### config.mk
export PLATFORM = sky130hd
export DESIGN_NAME = psm_ctrl
export DESIGN_NICKNAME = d
export VERILOG_FILES = /design/src/rtl/psm_pkg.sv /design/src/rtl/psm_doze_div.sv /design/src/rtl/psm_ctrl.sv
export VERILOG_INCLUDE_DIRS = /design/src /design/src/rtl
export SDC_FILE = /design/constraint.sdc
export NUM_CORES = 1
export LEC_CHECK = 0
export ABC_CLOCK_PERIOD_IN_PS = 2500
export BUFFER_PORTS_ARGS = -buffer_cell sky130_fd_sc_hd__buf_4
export CAP_MARGIN = 20
export CORE_AREA = 10 10 98 100
export CTS_CLUSTER_DIAMETER = 80
export DETAILED_ROUTE_END_ITERATION = 7
export DIE_AREA = 0 0 108 110
export REMOVE_ABC_BUFFERS = 1
export SLEW_MARGIN = 25
export SYNTH_ARGS = -nofsm -noshare
export SYNTH_HDL_FRONTEND = slang
export SYNTH_SLANG_ARGS = --single-unit
### constraint.sdc
create_clock -name sys_clk_i -period 2.5 [get_ports sys_clk_i]
set_clock_uncertainty 0.1 [all_clocks]
set_input_delay 0.375 -clock sys_clk_i [delete_from_list [all_inputs] [get_ports sys_clk_i]]
set_output_delay 0.375 -clock sys_clk_i [all_outputs]
set_load 0.01 [all_outputs]
### src/rtl/psm_defines.svh
// Constants of the power-saving mode controller: widths, reset values, addresses.
`ifndef PSM_DEFINES_SVH
`define PSM_DEFINES_SVH

// ==========================================================================
// Control field layout and reset values
// ==========================================================================
`define PSM_RATIO_W 3
`define PSM_CTL_RST 7'h00
`define PSM_DOZE_RATIO_MIN 3'h1

// ==========================================================================
// Status flags after reset (both active low, both inactive)
// ==========================================================================
`define PSM_SLEEP_EXECUTED_N_RST 1'h1
`define PSM_WATCHDOG_EXPIRY_N_RST 1'h1

// ==========================================================================
// Program addresses
// ==========================================================================
`define PSM_PC_W 16
`define PSM_ISR_VECTOR 16'h0004
`define PSM_PREFETCH_STEP 16'h0002

`endif

### src/rtl/psm_pkg.sv
// Types shared by the power-saving mode controller.
`include "psm_defines.svh"

package psm_pkg;

	// ==========================================================================
	// Software control word
	// ==========================================================================
	typedef struct packed {
		logic idle_select;
		logic doze_active_flag;
		logic recover_on_interrupt;
		logic slow_after_isr_return;
		logic [`PSM_RATIO_W-1:0] ratio;
	} psm_ctl_t;

	// ==========================================================================
	// Reset sources, readiness conditions and kept-alive clocks
	// ==========================================================================
	typedef struct packed {
		logic external_reset_pin;
		logic supply_drop_reset;
		logic lowpower_supply_drop_reset;
		logic watchdog;
	} psm_rst_src_t;

	typedef struct packed {
		logic program_flash;
		logic system_clock;
		logic supply_drop;
		logic supply_drop_enabled;
	} psm_ready_t;

	typedef struct packed {
		logic low_freq_osc;
		logic high_freq_osc;
		logic converter_rc_osc;
		logic band_gap;
	} psm_osc_t;

	typedef enum logic [1:0] {
		PSM_RUN,
		PSM_SLEEP,
		PSM_IDLE,
		PSM_WAKE_WAIT
	} psm_state_t;

endpackage : psm_pkg

### src/rtl/psm_doze_div.sv
// Doze cycle divider: one CPU cycle out of every 2 << ratio system cycles.
`include "psm_defines.svh"
module psm_doze_div
	import psm_pkg::*;
#(
	parameter int RATIO_W = `PSM_RATIO_W,
	parameter int CNT_W = 8
) (
	// Clock and reset
	input wire logic sys_clk_i,
	input wire logic rst_i,
	// Control
	input wire logic enable_i,
	input wire logic [RATIO_W-1:0] ratio_i,
	// Result
	output logic tick_o
);

	// ==========================================================================
	// Cycle counter
	// ==========================================================================
	logic [CNT_W-1:0] count_q;
	logic [CNT_W-1:0] count_d;
	logic [CNT_W-1:0] last;

	always_comb begin
		last = CNT_W'((2 << ratio_i) - 1);
		count_d = count_q;
		// Held at zero when off so the first doze cycle is an executing one.
		if (!enable_i) begin
			count_d = '0;
		end else if (count_q >= last) begin
			count_d = '0;
		end else begin
			count_d = count_q + CNT_W'(1);
		end
	end

	always_ff @(posedge sys_clk_i or posedge rst_i) begin
		if (rst_i) begin
			count_q <= '0;
		end else begin
			count_q <= count_d;
		end
	end

	assign tick_o = (count_q == '0);

endmodule : psm_doze_div

### src/rtl/psm_ctrl.sv
// Power-saving mode controller: doze, sleep, idle, wake-up and resume gating.
`include "psm_defines.svh"
module psm_ctrl
	import psm_pkg::*;
#(
	parameter int IRQ_W = 8,
	parameter int CLK_SWITCH_IDX = 0,
	parameter int PC_W = `PSM_PC_W
) (
	// Clock and reset
	input wire logic sys_clk_i,
	input wire logic rst_i,
	// Software control word
	input wire logic ctl_wr_i,
	input wire psm_ctl_t ctl_wdata_i,
	output psm_ctl_t ctl_rdata_o,
	// CPU pipeline events
	input wire logic sleep_exec_i,
	input wire logic isr_entry_i,
	input wire logic isr_return_i,
	input wire logic multicycle_busy_i,
	input wire logic prefetch_clears_global_i,
	input wire logic [PC_W-1:0] pc_i,
	// Interrupt sources
	input wire logic [IRQ_W-1:0] irq_flag_i,
	input wire logic [IRQ_W-1:0] irq_enable_regs_i,
	input wire logic global_irq_allow_i,
	// Reset sources and watchdog
	input wire psm_rst_src_t rst_src_i,
	input wire psm_rst_src_t rst_src_en_i,
	input wire logic wdt_run_in_sleep_i,
	// Readiness after wake
	input wire psm_ready_t ready_i,
	// CPU gating
	output logic cpu_clk_en_o,
	output logic cpu_exec_en_o,
	output logic fetch_en_o,
	output logic isr_take_o,
	output logic [PC_W-1:0] fetch_addr_o,
	// Peripheral side
	output logic periph_clk_en_o,
	output psm_osc_t osc_run_o,
	output logic io_hold_o,
	// Watchdog and reset
	output logic wdt_clear_o,
	output logic wdt_run_o,
	output logic device_reset_o,
	// Status
	output logic sleep_executed_n_o,
	output logic watchdog_expiry_flag_n_o,
	output psm_state_t mode_o
);

	// ==========================================================================
	// Interrupt qualification
	// ==========================================================================
	logic [IRQ_W-1:0] wake_mask;
	logic irq_pend;

	always_comb begin
		wake_mask = '1;
		wake_mask[CLK_SWITCH_IDX] = 1'b0;
	end

	// The source enables and the clock-switch mask decide; the global enable is not looked at.
	assign irq_pend = |(irq_flag_i & irq_enable_regs_i & wake_mask);

	// ==========================================================================
	// Doze divider
	// ==========================================================================
	psm_ctl_t ctl_q;
	psm_ctl_t ctl_d;
	logic doze_tick;

	psm_doze_div #(
		.RATIO_W(`PSM_RATIO_W),
		.CNT_W(9)
	) u_div (
		.sys_clk_i(sys_clk_i),
		.rst_i(rst_i),
		.enable_i(ctl_q.doze_active_flag),
		.ratio_i(ctl_q.ratio),
		.tick_o(doze_tick)
	);

	// ==========================================================================
	// Mode state and pipeline gating
	// ==========================================================================
	psm_state_t state_q;
	psm_state_t state_d;
	logic post_wake_q;
	logic post_wake_d;
	logic [PC_W-1:0] fetch_addr_q;
	logic [PC_W-1:0] fetch_addr_d;
	logic run;
	logic sys_ready;
	logic sleep_go;
	logic wake;
	logic wdt_wake;

	assign run = (state_q == PSM_RUN);
	assign sys_ready = ready_i.program_flash && ready_i.system_clock &&
		(ready_i.supply_drop || !ready_i.supply_drop_enabled);

	// Outside doze every Run cycle executes; in doze only the divider tick does.
	assign cpu_exec_en_o = run && (!ctl_q.doze_active_flag || doze_tick);
	assign fetch_en_o = cpu_exec_en_o;
	assign cpu_clk_en_o = run;

	// A pending source turns the sleep instruction into a no-operation.
	assign sleep_go = sleep_exec_i && cpu_exec_en_o && !irq_pend;

	// Vector fetch waits for a multicycle instruction and for the one
	// instruction owed after a wake; a prefetched global disable cancels it.
	assign isr_take_o = cpu_exec_en_o && irq_pend && global_irq_allow_i &&
		!multicycle_busy_i && !post_wake_q && !prefetch_clears_global_i;

	// In Idle the watchdog wakes rather than resets.
	assign wdt_wake = (state_q == PSM_IDLE) && rst_src_i.watchdog &&
		rst_src_en_i.watchdog;
	assign wake = ((state_q == PSM_SLEEP) || (state_q == PSM_IDLE)) &&
		(irq_pend || wdt_wake);

	always_comb begin
		state_d = state_q;
		post_wake_d = post_wake_q;
		fetch_addr_d = fetch_addr_q;
		unique case (state_q)
			PSM_RUN: begin
				if (sleep_go) begin
					// The mode is picked from idle select as it stands now.
					state_d = ctl_q.idle_select ? PSM_IDLE : PSM_SLEEP;
				end
				if (cpu_exec_en_o) begin
					post_wake_d = 1'b0;
				end
			end
			PSM_SLEEP, PSM_IDLE: begin
				if (wake) begin
					state_d = PSM_WAKE_WAIT;
				end
			end
			PSM_WAKE_WAIT: begin
				if (sys_ready) begin
					state_d = PSM_RUN;
					post_wake_d = 1'b1;
				end
			end
		endcase
		if (isr_take_o) begin
			fetch_addr_d = PC_W'(`PSM_ISR_VECTOR);
		end else if (cpu_exec_en_o) begin
			fetch_addr_d = PC_W'(pc_i + `PSM_PREFETCH_STEP);
		end
	end

	always_ff @(posedge sys_clk_i or posedge rst_i) begin
		if (rst_i) begin
			state_q <= PSM_RUN;
			post_wake_q <= 1'b0;
			fetch_addr_q <= '0;
		end else begin
			state_q <= state_d;
			post_wake_q <= post_wake_d;
			fetch_addr_q <= fetch_addr_d;
		end
	end

	// ==========================================================================
	// Control word with hardware set and clear of the doze flag
	// ==========================================================================
	logic doze_clr;
	logic doze_set;

	// A prefetched global disable still drops to full speed when an interrupt hits.
	assign doze_clr = ctl_q.recover_on_interrupt &&
		(isr_entry_i || (cpu_exec_en_o && irq_pend && global_irq_allow_i &&
		prefetch_clears_global_i));
	// The exit bit is read at the return itself, so a write inside the
	// service routine takes effect on that return.
	assign doze_set = isr_return_i && ctl_q.slow_after_isr_return;

	always_comb begin
		ctl_d = ctl_q;
		if (ctl_wr_i) begin
			ctl_d = ctl_wdata_i;
		end
		if (doze_clr) begin
			ctl_d.doze_active_flag = 1'b0;
		end
		// Hardware set wins over both clear and software write.
		if (doze_set) begin
			ctl_d.doze_active_flag = 1'b1;
		end
	end

	always_ff @(posedge sys_clk_i or posedge rst_i) begin
		if (rst_i) begin
			ctl_q <= `PSM_CTL_RST;
		end else begin
			ctl_q <= ctl_d;
		end
	end

	// ==========================================================================
	// Status flags
	// ==========================================================================
	logic slept_n_q;
	logic slept_n_d;
	logic expiry_n_q;
	logic expiry_n_d;

	always_comb begin
		slept_n_d = slept_n_q;
		expiry_n_d = expiry_n_q;
		if (rst_src_i.watchdog && rst_src_en_i.watchdog) begin
			expiry_n_d = 1'b0;
		end
		if (sleep_go && !ctl_q.idle_select) begin
			slept_n_d = 1'b0;
			expiry_n_d = 1'b1;
		end
	end

	always_ff @(posedge sys_clk_i or posedge rst_i) begin
		if (rst_i) begin
			slept_n_q <= `PSM_SLEEP_EXECUTED_N_RST;
			expiry_n_q <= `PSM_WATCHDOG_EXPIRY_N_RST;
		end else begin
			slept_n_q <= slept_n_d;
			expiry_n_q <= expiry_n_d;
		end
	end

	// ==========================================================================
	// Watchdog, resets and kept clocks
	// ==========================================================================
	psm_rst_src_t rst_hit;

	always_comb begin
		rst_hit = rst_src_i & rst_src_en_i;
		// Only the watchdog changes with mode; the rest pass untouched.
		if (state_q == PSM_IDLE) begin
			rst_hit.watchdog = 1'b0;
		end
	end

	assign device_reset_o = |rst_hit;

	assign wdt_clear_o = (sleep_go && !ctl_q.idle_select) ||
		((state_q == PSM_SLEEP) && wake);
	assign wdt_run_o = (state_q != PSM_SLEEP) || wdt_run_in_sleep_i;

	// Doze and Idle touch only the CPU and flash; Sleep stops system clocks.
	assign periph_clk_en_o = (state_q != PSM_SLEEP);
	assign io_hold_o = (state_q == PSM_SLEEP);

	always_comb begin
		osc_run_o.low_freq_osc = 1'b1;
		osc_run_o.high_freq_osc = 1'b1;
		osc_run_o.converter_rc_osc = 1'b1;
		osc_run_o.band_gap = (state_q != PSM_SLEEP);
	end

	// ==========================================================================
	// Register outputs
	// ==========================================================================
	assign ctl_rdata_o = ctl_q;
	assign fetch_addr_o = fetch_addr_q;
	assign sleep_executed_n_o = slept_n_q;
	assign watchdog_expiry_flag_n_o = expiry_n_q;
	assign mode_o = state_q;

endmodule : psm_ctrl

==> metrics.cfg <==
[yosys]
synth-edff-count=0
synth.avg_cell_area_sq_um=9.27
synth_top_area_share_pct=38.9
synth_area_sq_um=2250
synth_seq_cells=37
ys_top_cells_by_count=dfrtp_1 (35), nand2_1 (33), nor2_1 (20), ha_1 (16)
synth_warnings=0
async_reset_ff_share_pct=100
ys_types=42
synth_top_flop_cell=dfrtp_1
synth_area_leaders=dfrtp_1 (39%), ha_1 (8.9%), nand2_1 (5.5%)
synth-seq-area-share_pct=41.2
synth.most_common_cell=dfrtp_1
synthCells=243
synth_top_area_cell=dfrtp_1

[die]
dieArea_sq_um=11900
dieHeight_um=110
core_sq_um=7650
die_w_um=108
fp-row-count=32
initial_core_util_pct=29.5
io_pins=101

[drt]
dr.pass1.iters=4
drt_iter0_drc=81
drc=0
wirelength_um=7060
vias_per_cell=4.54
vias=2115
wl_per_cell_um=15.2
ant_nets=0

[timing]
finalSetupViolCount=2
finalCriticalPeriod_ns=2.50
relSlewSlack_pct=64.6
fin_crit_sh_pct=100
tns_ns=-0.00292
worst_pin_slew_ns=0.527
rsz0062_at_grt=yes
worst_slack_ns=-0.00250
hold_viol=0
drv_slew=0
fmax_ghz=0.400

[global_routing]
grt_antenna_before_repair=0
grt_usage_pct=11.4
grt_max_degree=38
grt_pass1_wl_um=11100
grt-ovfl-total=0
grt_pass1_vias=2320

[outcome]
violations=setup timing
status=finished with violations

[worst_setup_path]
slowest_stage=or3_4
crit_type=reg -> reg
critPathLaunchType=flop
cp.required_ns=2.61
critPathMaxFanout=5
cp-end-kind=flop
crit_family=compound AO/OA/AOI/OAI gates
cp_cell_sequence=or3_4 -> ha_4 -> nor3_2 -> a21o_1 -> a21oi_2 -> ha_2 -> a211o_4 -> a211oi_4 -> o21ai_4 -> nor2_1
critPathArrivalTime_ns=2.61
slowest_delay_ns=0.40
crit_buf_inv=0

[min_path]
min_path_type=in -> async

[clock_tree]
root_buffer=clkbuf_8
clkSinkCount=37
cts_tree=built
h-tree-depth=2
clk_latency_ns=0.28
postCtsHoldBufs=0
cts_buffers=5
clockBufferDepth=2
cts.clk_slew.worst_paths_ns=0.07

[finish]
nets=440
nFillCells=738
post-route-util_pct=46.1
synthToLayoutAreaGrowth_pct=56.5
fin_area_sq_um=3520
antennaDiodeCount=0
drive_above_1_share_pct=42.6
register_area_sq_um=928
multi_input_area_sq_um=1370

[pwr]
peakVddDrop_uv=385
leakagePower_uw=0.00176
p_comb_share_pct=54.9
p_total_uw=2910
pwr_density_cell_nw_per_um2=826
p_seq_share_pct=31.3
clockPowerShare_pct=13.8
netSwitchingFraction_pct=37.7
p_int_uw=1810
switching_power_uw=1100

[placement]
hpwl_um=5530
gp_congestion=0.860
portBuffers=95
pre_cts_ws_ns=-0.246
post_dp_cell_area_sq_um=3190

[flow_run]
maxCapViolCount=0

-- worst register-to-register path, stage by stage, from the launching register on --
cell and delay, ns:
dfrtp_1 0.38, or3_4 0.40, ha_4 0.18, nor3_2 0.09
a21o_1 0.11, a21oi_2 0.06, ha_2 0.18, a211o_4 0.36
a211oi_4 0.33, o21ai_4 0.11, nor2_1 0.12
-- cell type report --
type | count | area share, %
Clock buffer | 6 | 2.06
Clock inverter | 2 | 0.284
Inverter | 14 | 1.70
Multi-Input combinational cell | 184 | 38.9
Sequential cell | 37 | 26.3
Tap cell | 102 | 3.62
Timing Repair Buffer | 121 | 27.1
-- registers in the layout (all words and copies together), names as in the netlist --
register / flops
sleep_executed_n_o: 1
post_wake_q: 1
fetch_addr_o: 16
u_div.count_q: 9
watchdog_expiry_flag_n_o: 1
mode_o: 2
ctl_rdata_o: 7
-- placed cells by master (no fill, tap or decap), types with 2 or more instances in the layout --
cell      count
nand2b_1      3
buf_6         2
a21o_1        4
nand3_1      13
a222oi_1      2
dfrtp_1      35
a21oi_1       3
conb_1        4
mux2i_1       5
mux2_2        4
buf_4       117
xnor2_1       9
clkbuf_8      5
a22oi_1       2
and3_1        5
nand2_1      31
dfstp_2       2
ha_1         14
o21ai_0      12
nor3_1        3
inv_1        13
clkinv_2      2
nand4_1       2
o21ai_4       3
nor2_1       19
o31ai_1       8
xor2_1       13
-- logic make-up (layout without fill, tap and decap cells) --
| family | Yosys count | in the layout | synth area share (%) |
|---|---|---|---|
| adder cells (fa/ha/maj) | 16 | 16 | 8.89 |
| XOR/XNOR | 22 | 22 | 8.56 |
| buffers and inverters | 26 | 143 | 5.33 |
| AO/OA/AOI/OAI | 44 | 45 | 13.7 |
| multiplexers | 9 | 9 | 4.22 |
| flip-flops | 37 | 37 | 41.2 |
| other | 1 | 4 | 0.167 |
| AND/OR/NAND/NOR | 88 | 88 | 17.9 |
-- what timing repair did --
item | 4_1_cts | 5_1_grt
gates cloned | 2 | 0
endpoints found under the setup margin | 13 | 13
setup buffers | 3 | 1
gates resized for setup | 22 | 14
pin swaps | 6 | 12
-- through the flow --
stage                     std cells  hold slack (ns)
after floorplan                 234            0.371
after detailed placement        452            0.372
after global routing            466            0.138
after global placement          452            0.368
after CTS                       465            0.122
final                           466           0.0991
-- routing by layer --
layer  track usage, %  vias up  part of all wire [%]
met5                0        -                     0
met4             2.10        0                  0.50
met3             4.76        4                   7.5
met2             19.8       52                    51
met1             12.8      982                    41
li1                 -     1077                     -
-- worst paths after layout --
| check | start | endpoint | slack (ns) | depth (start not counted) |
|---|---|---|---|---|
| min in group sys_clk_i | pc_i[1] | fetch_addr_o[1] | 0.19 | 2 |
| max | ctl_rdata_o[2] | u_div.count_q[4] | -0.003 | 10 |
| min reg2reg | sleep_executed_n_o | sleep_executed_n_o | 0.38 | 1 |
| max reg2reg | ctl_rdata_o[2] | u_div.count_q[4] | -0.003 | 10 |
| min | rst_i | ctl_rdata_o[0] | 0.1 | 3 |
| max in group asynchronous | rst_i | watchdog_expiry_flag_n_o | 1.85 | 3 |
-- power by group through the flow --
stage | registers, uW | logic (uW) | clock network, uW
detailed placement | 916 | 1380 | 0
global placement | 917 | 1350 | 0
CTS | 913 | 1570 | 414
finish | 911 | 1600 | 403
global route | 944 | 1770 | 446
floorplan | 996 | 609 | 0
(Power assumes the default switching activity.)
